===== src/common/lrt_pkg.sv =====
`default_nettype none
package lrt_pkg;
	// Register byte offsets on the AXI4-Lite slave
	localparam logic [31:0] LRT_OFF_CTRL = 32'h0000_0000;
	localparam logic [31:0] LRT_OFF_PORTCFG = 32'h0000_0004;
	localparam logic [31:0] LRT_OFF_STATUS = 32'h0000_0008;
	// Control register fields
	localparam int LRT_CTRL_W = 5;
	localparam int LRT_B_MON = 0;
	localparam int LRT_B_RXTRI = 1;
	localparam int LRT_B_IPTRI = 2;
	localparam int LRT_B_TXTRI = 3;
	localparam int LRT_B_TERM = 4;
	// Port configuration fields, four bits each
	localparam int LRT_PCFG_W = 12;
	localparam int LRT_FN_W = 4;
	localparam int LRT_F_XPC = 0;
	localparam int LRT_F_RPC1 = 4;
	localparam int LRT_F_RPC2 = 8;
	// Port function codes
	localparam logic [3:0] LRT_FN_XLT_HI = 4'h8;
	localparam logic [3:0] LRT_FN_XLT_LO = 4'hE;
	localparam logic [3:0] LRT_FN_RX_TRI = 4'hD;
	localparam logic [3:0] LRT_FN_TERM = 4'h8;
	// Status register fields
	localparam int LRT_S_RXTRI = 0;
	localparam int LRT_S_TXTRI = 1;
	localparam int LRT_S_TERM = 2;
	localparam int LRT_S_MON = 3;
	localparam int LRT_S_PINS = 4;
	// Synchronised pin order
	localparam int LRT_P_RPA1 = 0;
	localparam int LRT_P_RPA2 = 1;
	localparam int LRT_P_XPA = 2;
	localparam int LRT_NPINS = 3;
	// Monitoring mode sensitivity, in dB of resistive attenuation
	localparam int LRT_MON_SENS_DB = -20;
	// AXI responses
	localparam logic [1:0] LRT_RESP_OKAY = 2'h0;
	localparam logic [1:0] LRT_RESP_SLVERR = 2'h2;

	typedef struct packed {
		logic awvalid;
		logic [31:0] awaddr;
		logic wvalid;
		logic [31:0] wdata;
		logic [3:0] wstrb;
		logic bready;
		logic arvalid;
		logic [31:0] araddr;
		logic rready;
	} lrt_axi_req_s;

	typedef struct packed {
		logic awready;
		logic wready;
		logic bvalid;
		logic [1:0] bresp;
		logic arready;
		logic rvalid;
		logic [31:0] rdata;
		logic [1:0] rresp;
	} lrt_axi_rsp_s;

	typedef struct packed {
		logic rdata;
		logic rdata_oe_n;
		logic rdata_pullup;
		logic fclk_oe_n;
		logic tx_oe_n;
		logic term_on;
		logic monitor;
	} lrt_pins_s;

	typedef struct packed {
		lrt_axi_rsp_s rsp;
		logic aw_got;
		logic w_got;
		logic [31:0] waddr;
		logic [31:0] wdata;
		logic [3:0] wstrb;
		logic [LRT_CTRL_W-1:0] ctrl;
		logic [LRT_PCFG_W-1:0] portcfg;
		logic [LRT_NPINS-1:0] meta;
		logic [LRT_NPINS-1:0] sync;
		lrt_pins_s pins;
	} lrt_state_s;

	// Line-facing pins come out of reset in high impedance
	localparam lrt_state_s LRT_STATE_RST = '{
		pins: '{rdata_oe_n: 1'h1, fclk_oe_n: 1'h1, tx_oe_n: 1'h1,
			default: 1'h0},
		default: '0};
endpackage
`default_nettype wire


===== src/hdl/lrt_line_ctrl.sv =====
// The AXI4-Lite register port and the placing of the registers are this design's own decisions.
`timescale 1ns/1ps
`default_nettype none
module lrt_line_ctrl (
	input wire logic I_CLOCK,
	input wire logic I_RESETN,
	input wire lrt_pkg::lrt_axi_req_s I_AXI,
	output var lrt_pkg::lrt_axi_rsp_s O_AXI,
	input wire logic I_XPA_PIN,
	input wire logic I_RPA1_PIN,
	input wire logic I_RPA2_PIN,
	input wire logic I_RX_DATA,
	input wire logic I_CHANNEL_INACTIVE,
	output var lrt_pkg::lrt_pins_s O_PINS
);
	import lrt_pkg::*;

	lrt_state_s q;
	lrt_state_s d;

	logic rx_tri_sel1;
	logic rx_tri_sel2;
	logic rx_tri_pin;
	logic eff_rx_tri;
	logic xlt_in;
	logic tx_tri;
	logic term_sel1;
	logic term_sel2;
	logic term_on;
	logic [3:0] xpc;
	logic [31:0] wmerge;
	logic [31:0] rword;
	logic rhit;
	logic whit;

	// Port function decode; port 1 wins if both receive ports claim a function
	assign xpc = q.portcfg[LRT_F_XPC +: LRT_FN_W];
	assign rx_tri_sel1 = q.portcfg[LRT_F_RPC1 +: LRT_FN_W] == LRT_FN_RX_TRI;
	assign rx_tri_sel2 = q.portcfg[LRT_F_RPC2 +: LRT_FN_W] == LRT_FN_RX_TRI;
	assign term_sel1 = q.portcfg[LRT_F_RPC1 +: LRT_FN_W] == LRT_FN_TERM;
	assign term_sel2 = q.portcfg[LRT_F_RPC2 +: LRT_FN_W] == LRT_FN_TERM;

	// Receive-side tristate control from pin and register bit
	assign rx_tri_pin = rx_tri_sel1 ? q.sync[LRT_P_RPA1] :
		(rx_tri_sel2 ? q.sync[LRT_P_RPA2] : 1'h0);
	assign eff_rx_tri = q.ctrl[LRT_B_RXTRI] ^ rx_tri_pin;

	// Transmit tristate input, polarity chosen by the port field
	always_comb begin
		case (xpc)
			LRT_FN_XLT_HI: xlt_in = q.sync[LRT_P_XPA];
			LRT_FN_XLT_LO: xlt_in = ~q.sync[LRT_P_XPA];
			default: xlt_in = 1'h0;
		endcase
	end
	assign tx_tri = q.ctrl[LRT_B_TXTRI] | xlt_in;

	// Equivalence turns the switch on for bit 0 and a low board signal
	assign term_on = term_sel1 ? ~(q.sync[LRT_P_RPA1] ^ q.ctrl[LRT_B_TERM]) :
		(term_sel2 ? ~(q.sync[LRT_P_RPA2] ^ q.ctrl[LRT_B_TERM]) :
		q.ctrl[LRT_B_TERM]);

	// Read decode; status shows live combined controls
	always_comb begin
		rword = 32'h0000_0000;
		rhit = 1'h1;
		case (I_AXI.araddr)
			LRT_OFF_CTRL: rword[LRT_CTRL_W-1:0] = q.ctrl;
			LRT_OFF_PORTCFG: rword[LRT_PCFG_W-1:0] = q.portcfg;
			LRT_OFF_STATUS: begin
				rword[LRT_S_RXTRI] = eff_rx_tri;
				rword[LRT_S_TXTRI] = tx_tri;
				rword[LRT_S_TERM] = term_on;
				rword[LRT_S_MON] = q.ctrl[LRT_B_MON];
				rword[LRT_S_PINS +: LRT_NPINS] = q.sync;
			end
			default: rhit = 1'h0;
		endcase
	end

	// Byte-lane merge of the held write onto the addressed register
	always_comb begin
		wmerge = 32'h0000_0000;
		whit = 1'h1;
		case (q.waddr)
			LRT_OFF_CTRL: wmerge[LRT_CTRL_W-1:0] = q.ctrl;
			LRT_OFF_PORTCFG: wmerge[LRT_PCFG_W-1:0] = q.portcfg;
			default: whit = 1'h0;
		endcase
		for (int b = 0; b < 4; b++) begin
			if (q.wstrb[b]) begin
				wmerge[b*8 +: 8] = q.wdata[b*8 +: 8];
			end
		end
	end

	// Next state: synchronisers, AXI slave, registered pin controls
	always_comb begin
		d = q;
		// First stage feeds only the second stage
		d.meta[LRT_P_RPA1] = I_RPA1_PIN;
		d.meta[LRT_P_RPA2] = I_RPA2_PIN;
		d.meta[LRT_P_XPA] = I_XPA_PIN;
		d.sync = q.meta;

		// Address and data may arrive in either order
		if (I_AXI.awvalid && q.rsp.awready) begin
			d.aw_got = 1'h1;
			d.waddr = I_AXI.awaddr;
		end
		if (I_AXI.wvalid && q.rsp.wready) begin
			d.w_got = 1'h1;
			d.wdata = I_AXI.wdata;
			d.wstrb = I_AXI.wstrb;
		end
		if (q.aw_got && q.w_got && !q.rsp.bvalid) begin
			d.aw_got = 1'h0;
			d.w_got = 1'h0;
			d.rsp.bvalid = 1'h1;
			// Status is read-only; writes to it are refused
			d.rsp.bresp = (whit) ? LRT_RESP_OKAY : LRT_RESP_SLVERR;
			if (q.waddr == LRT_OFF_CTRL) begin
				d.ctrl = wmerge[LRT_CTRL_W-1:0];
			end
			if (q.waddr == LRT_OFF_PORTCFG) begin
				d.portcfg = wmerge[LRT_PCFG_W-1:0];
			end
		end
		if (q.rsp.bvalid && I_AXI.bready) begin
			d.rsp.bvalid = 1'h0;
		end
		d.rsp.awready = !d.aw_got && !d.rsp.bvalid;
		d.rsp.wready = !d.w_got && !d.rsp.bvalid;

		// Read channel, one read in flight
		if (q.rsp.rvalid && I_AXI.rready) begin
			d.rsp.rvalid = 1'h0;
		end
		if (I_AXI.arvalid && q.rsp.arready) begin
			d.rsp.rvalid = 1'h1;
			d.rsp.rdata = rword;
			d.rsp.rresp = (rhit) ? LRT_RESP_OKAY : LRT_RESP_SLVERR;
		end
		d.rsp.arready = !d.rsp.rvalid;

		// Pin controls; the output flop is the only stage after sync
		d.pins.rdata = I_RX_DATA;
		d.pins.monitor = q.ctrl[LRT_B_MON];
		if (eff_rx_tri) begin
			d.pins.rdata_oe_n = 1'h1;
			d.pins.rdata_pullup = 1'h0;
		end else if (q.ctrl[LRT_B_IPTRI] && I_CHANNEL_INACTIVE) begin
			d.pins.rdata_oe_n = 1'h1;
			d.pins.rdata_pullup = 1'h1;
		end else begin
			d.pins.rdata_oe_n = 1'h0;
			d.pins.rdata_pullup = 1'h0;
		end
		d.pins.fclk_oe_n = eff_rx_tri;
		d.pins.tx_oe_n = tx_tri;
		d.pins.term_on = term_on;
	end

	// Single state register, synchronous reset
	always_ff @(posedge I_CLOCK) begin
		if (!I_RESETN) begin
			q <= LRT_STATE_RST;
		end else begin
			q <= d;
		end
	end

	assign O_AXI = q.rsp;
	assign O_PINS = q.pins;
endmodule // lrt_line_ctrl
`default_nettype wire


===== config.mk =====
export PLATFORM = sky130hd
export DESIGN_NAME = lrt_line_ctrl
export DESIGN_NICKNAME = d
export VERILOG_FILES = /design/src/common/lrt_pkg.sv /design/src/hdl/lrt_line_ctrl.sv
export SDC_FILE = /design/constraint.sdc
export NUM_CORES = 1
export LEC_CHECK = 0
export ABC_AREA = 1
export BUFFER_PORTS_ARGS = -buffer_cell sky130_fd_sc_hd__buf_2
export CAP_MARGIN = 15
export CORE_MARGIN = 2
export CORE_UTILIZATION = 54
export DETAILED_ROUTE_END_ITERATION = 6
export PLACE_DENSITY = 0.88
export SLEW_MARGIN = 20
export SYNTH_ARGS = -nofsm -noshare
export SYNTH_HDL_FRONTEND = slang
export SYNTH_SLANG_ARGS = --single-unit

===== constraint.sdc =====
create_clock -name I_CLOCK -period 4.23 [get_ports I_CLOCK]
set_clock_uncertainty 0.1 [all_clocks]
set_input_delay 0.423 -clock I_CLOCK [delete_from_list [all_inputs] [get_ports I_CLOCK]]
set_output_delay 0.423 -clock I_CLOCK [all_outputs]
set_load 0.005 [all_outputs]

# Word-level counts from Yosys, hierarchy flattened

Index checks and enable logic that the tools add are counted.

Register bits: 99
Output and inout port bits: 48
Logic and storage cells: 93

Equality and inequality tests: 11
Multiplexer cells: 24
Bitwise operators: 8
Reductions and logical operators: 24

Operator list:

| kind                                           | number |
|---|---|
| == test 32 x 3 -> 1 bit, second input constant | 2 |
| logical NOT 32 bit                             | 2 |
| two-way mux 35 bit                             | 1 |
| == test 32 x 4 -> 1 bit, second input constant | 1 |
| == test 4 bit, second input constant           | 6 |
| one-hot mux 5 bit (3 select lines)             | 1 |
| logical AND 1 bit                              | 10 |
| two-way mux 1 bit                              | 10 |
| two-way mux 5 bit                              | 2 |
| two-way mux 2 bit                              | 4 |
| two-way mux 8 bit                              | 1 |
| two-way mux 7 bit                              | 1 |
| AND reduction 3 bit                            | 2 |
| logical NOT 1 bit                              | 5 |
| two-way mux 4 bit                              | 1 |
| inequality test 2 bit, second input constant   | 2 |
| NOT 1 bit                                      | 4 |
| one-hot mux 2 bit (2 select lines)             | 1 |
| AND reduction 2 bit                            | 2 |
| OR reduction 2 bit                             | 2 |
| two-way mux 3 bit                              | 1 |
| OR reduction 3 bit                             | 1 |
| bitwise XOR 1 bit                              | 3 |
| one-hot mux 1 bit (2 select lines)             | 1 |
| bitwise OR 1 bit                               | 1 |

# Depth between registers and ports, before layout

Depth after elaboration: 8
Mapped depth: 11
Gate-level depth less buffers: 11

# Least setup slack after synthesis

Ideal clock, no wire load.

Kind: input -> register
Start point: input I_AXI[32] in the netlist's numbering
End point: register q, in the netlist O_AXI[4]
Library setup time: 0.071 ns
Data arrival time: 1.364 ns
Required time: 4.059 ns
Slack: 2.695 ns
Stages: 9
Path through: nor2_1 > nand2_1 > nor2_1 > nand2_1 > nor2_1 > nand3_1 > nand3_1 > nand2_1 > a21oi_1

Longest elaborated chain between the ends: 2
Elaborated cells on any way between the ends: 4
Classes of those cells: eq/ne: 2; mux: 1; reduce/logical: 1

RTL lines:

| item                                                  | RTL line             | text |
|---|---|---|
| start: declaration                                    | lrt_line_ctrl.sv:7   | `input wire lrt_pkg::lrt_axi_req_s I_AXI,` |
| == test 32 x 4 -> 1 bit, or another cell as far along | lrt_line_ctrl.sv:67  | `case (I_AXI.araddr)` |
| one-hot mux 5 bit (3 select lines) (*)                | lrt_line_ctrl.sv:67  |  |
| end signal: assignment                                | lrt_line_ctrl.sv:167 | `q <= LRT_STATE_RST;` |
| end signal: assignment                                | lrt_line_ctrl.sv:169 | `q <= d;` |
| end: declaration                                      | lrt_line_ctrl.sv:18  | `lrt_state_s q;` |

Mark *: on every way between the ends. The rest lies on a longest branch, timed or not.
A chain may end at the register's enable or synchronous reset.

# Worst setup path in the final report

Start point: register q[95] in the netlist's numbering
End point: register q, in the netlist d[0]

Longest elaborated chain between the ends: 3
Elaborated cells on any way between the ends: 5
Classes of those cells: eq/ne: 1; mux: 2; reduce/logical: 2

RTL lines:

| item                    | RTL line            | text |
|---|---|---|
| == test 32 x 3 -> 1 bit | lrt_line_ctrl.sv:85 | `case (q.waddr)` |
| two-way mux 5 bit       | -                   |  |
| two-way mux 8 bit       | lrt_line_ctrl.sv:91 | `if (q.wstrb[b]) begin` |

Several ways; a longest one is shown, not always the timed one.

==> results.cfg <==
[layout]
final_area_sq_mm = 0.005062
nets = 836
layout-drive-gt1-share = 0.2140
diodes = 0
syn_to_final_growth_pct = 12.39
fillers = 745
finalNonFillerCells = 834

[routing]
ant_nets = 0
drtIter0Drc = 213
drt_wl_total_microns = 9410
drt_first_pass_iters = 5
routedWlPerCell_microns = 11.28
vias_per_cell = 4.819
num_vias = 4019
drt_drc_violations_left = 0

[global_route]
grt_pass1_wl_microns = 15840
grt_use_total = 0.2158
grt_max_degree = 66
overflow = 0
grt_pass1_vias = 3834
antenna_found_initial = 0

[setup_path]
start_kind = flip-flop
r2r_end = d[0]
required_ns = 4.38
setup.worst_path.end = d[0]
rr_startpoint = q[95]
worstPathArrival_ns = 2.00
r2r_setup_slack_ns = 2.38
crit_path_max_fanout = 7
worstSetupPathType = flip-flop to flip-flop
ff2ff_path_depth = 10
critPathLaunch = q[95]
cp-end-kind = flip-flop

[yosys]
synth-async-reset-ratio = 0
yosysMostFrequentCell = nor2_1
yosysSeqAreaShare = 0.4311
ys_top_cells_by_area = dfxtp_1, nor2_1, buf_4
synth_top_area_frac = 0.4311
synthTopCellsByCount = nor2_1, dfxtp_1, nand2_1
ys_seq_elements = 97
syn_area_per_cell_sq_um = 7.005
syn_area_sq_mm = 0.004504
syn_inst = 643
ys.flop_type = dfxtp_1
ys_warn_count = 0
synth-edff-count = 0
synth_cell_types = 27
synth.largest_area_cell = dfxtp_1

[sta]
report.final.slew_viol_count = 0
fin_crit_sh = 0.4379
max_freq_mhz = 539.8
min_period_ns = 1.852
max-slew-margin-rel = 0.3883
tightest_slew_ns = 0.9165
final-hold-violation-count = 0
tns_ns = 0
setup_violations = 0
rsz0062_at_grt = no

[floorplanning]
die_area_sq_mm = 0.009088
ios = 160
start_util = 0.5538
row_count = 33
dieWidth_microns = 95.33
core-area_sq_mm = 0.008134
die_h_microns = 95.33

[power]
power.leakage_nw = 2.501
power_density_mw_per_mm2 = 348.8
ir_worst_vdd_mv = 0.2169

[clocking]
cts_buffers = 9
cts_tree = built
cts_sinks = 97
clk_latency_ns = 0.36
clock-root-buffer = clkbuf_8
ctsHoldBuffers = 0
h-tree-depth = 3
post_cts.repair.setup_buffers = 0
clockBufferDepth = 2
cts_resized = 0
cts.clk_slew.worst_paths_ns = 0.09

[placed_design]
place.detailed.hpwl_microns = 7067
place_inst = 818
routabilityCongestion = 0.8587
io_buffers = 115
postPlaceCellArea_sq_mm = 0.004870

[worst_hold_path]
hold_class = input port to flip-flop

[run]
cap_violations = 0

[run_status]
status = complete, no violations
power by group:
group          total (mW)  internal, mW  switching [mW]  leakage, nW
clock               0.568         0.264           0.304       0.0919
combinational       0.212        0.0863           0.126         1.62
sequential          0.986         0.959          0.0263        0.793
cell type report:
class	count	area (sq um)	share of cell area
clock buffers	13	168.9	0.03337
repair buffers	117	590.6	0.1167
flip-flops and latches	97	1942	0.3836
inverters	79	299.0	0.05907
clock inverters	3	23.77	0.004696
well taps	105	131.4	0.02595
multi-input cells	420	1907	0.3767
cell families after synthesis:
group,share of synthesized area
AND/OR/NAND/NOR,0.2956
buffers and inverters,0.1631
AO/OA/AOI/OAI,0.1094
flip-flops,0.4311
other,0.0008325
layout by cell type (no fill, tap or decap), drive strengths merged, types with 8 or more instances in the layout:
cell,instances
nor2,142
dfxtp,97
nand4,8
conb,22
nand2,99
inv,78
buf,117
clkbuf,13
a21oi,34
o21ai,63
nand3,45
per-layer routing:
layer | part of all wire | track usage
met4 | 0.015 | 0.07850
met2 | 0.48 | 0.3885
met1 | 0.43 | 0.2602
met5 | 0 | 0
met3 | 0.072 | 0.03083
per-stage QoR:
| stage | hold WS (ns) | utilization | power [mW] | setup slack (ns) |
|---|---|---|---|---|
| final | 0.1479 | 0.6224 | 1.766 | 2.378 |
| after global routing | 0.1579 | 0.6224 | 1.848 | 2.206 |
| after CTS | 0.1473 | 0.6224 | 1.774 | 2.388 |
| after detailed placement | 0.3017 | 0.5987 | 1.220 | 2.325 |
| after global placement | 0.3012 | 0.5987 | 1.209 | 2.348 |
| after floorplan | 0.2905 | - | 1.166 | 2.695 |
critical path, cell delays in order (launching register included):
cell	delay, ns
dfxtp_1	0.32
nor2_1	0.21
nand4_2	0.18
nor2_8	0.22
inv_2	0.04
nor2_1	0.11
nand2_1	0.18
clkinv_1	0.17
nand3_1	0.11
nand2_1	0.07
inv_1	0.04
how the worst min path moves through the flow:
stage / depth (start not counted) / end / from / slack, ns
after floorplan: 2 / q[7] / d[7] / 0.29
after global placement: 2 / q[7] / d[7] / 0.30
after detailed placement: 2 / q[7] / d[7] / 0.30
after CTS: 3 / d[8] / I_RPA2_PIN / 0.15
after global routing: 3 / O_PINS[6] / I_RX_DATA / 0.16
final: 3 / d[8] / I_RPA2_PIN / 0.15
registers in the layout, summed over array words and instances (netlist names):
register	cells
d	4
O_PINS	7
O_AXI	19
q	67
Power figures use the tool's default switching activity.
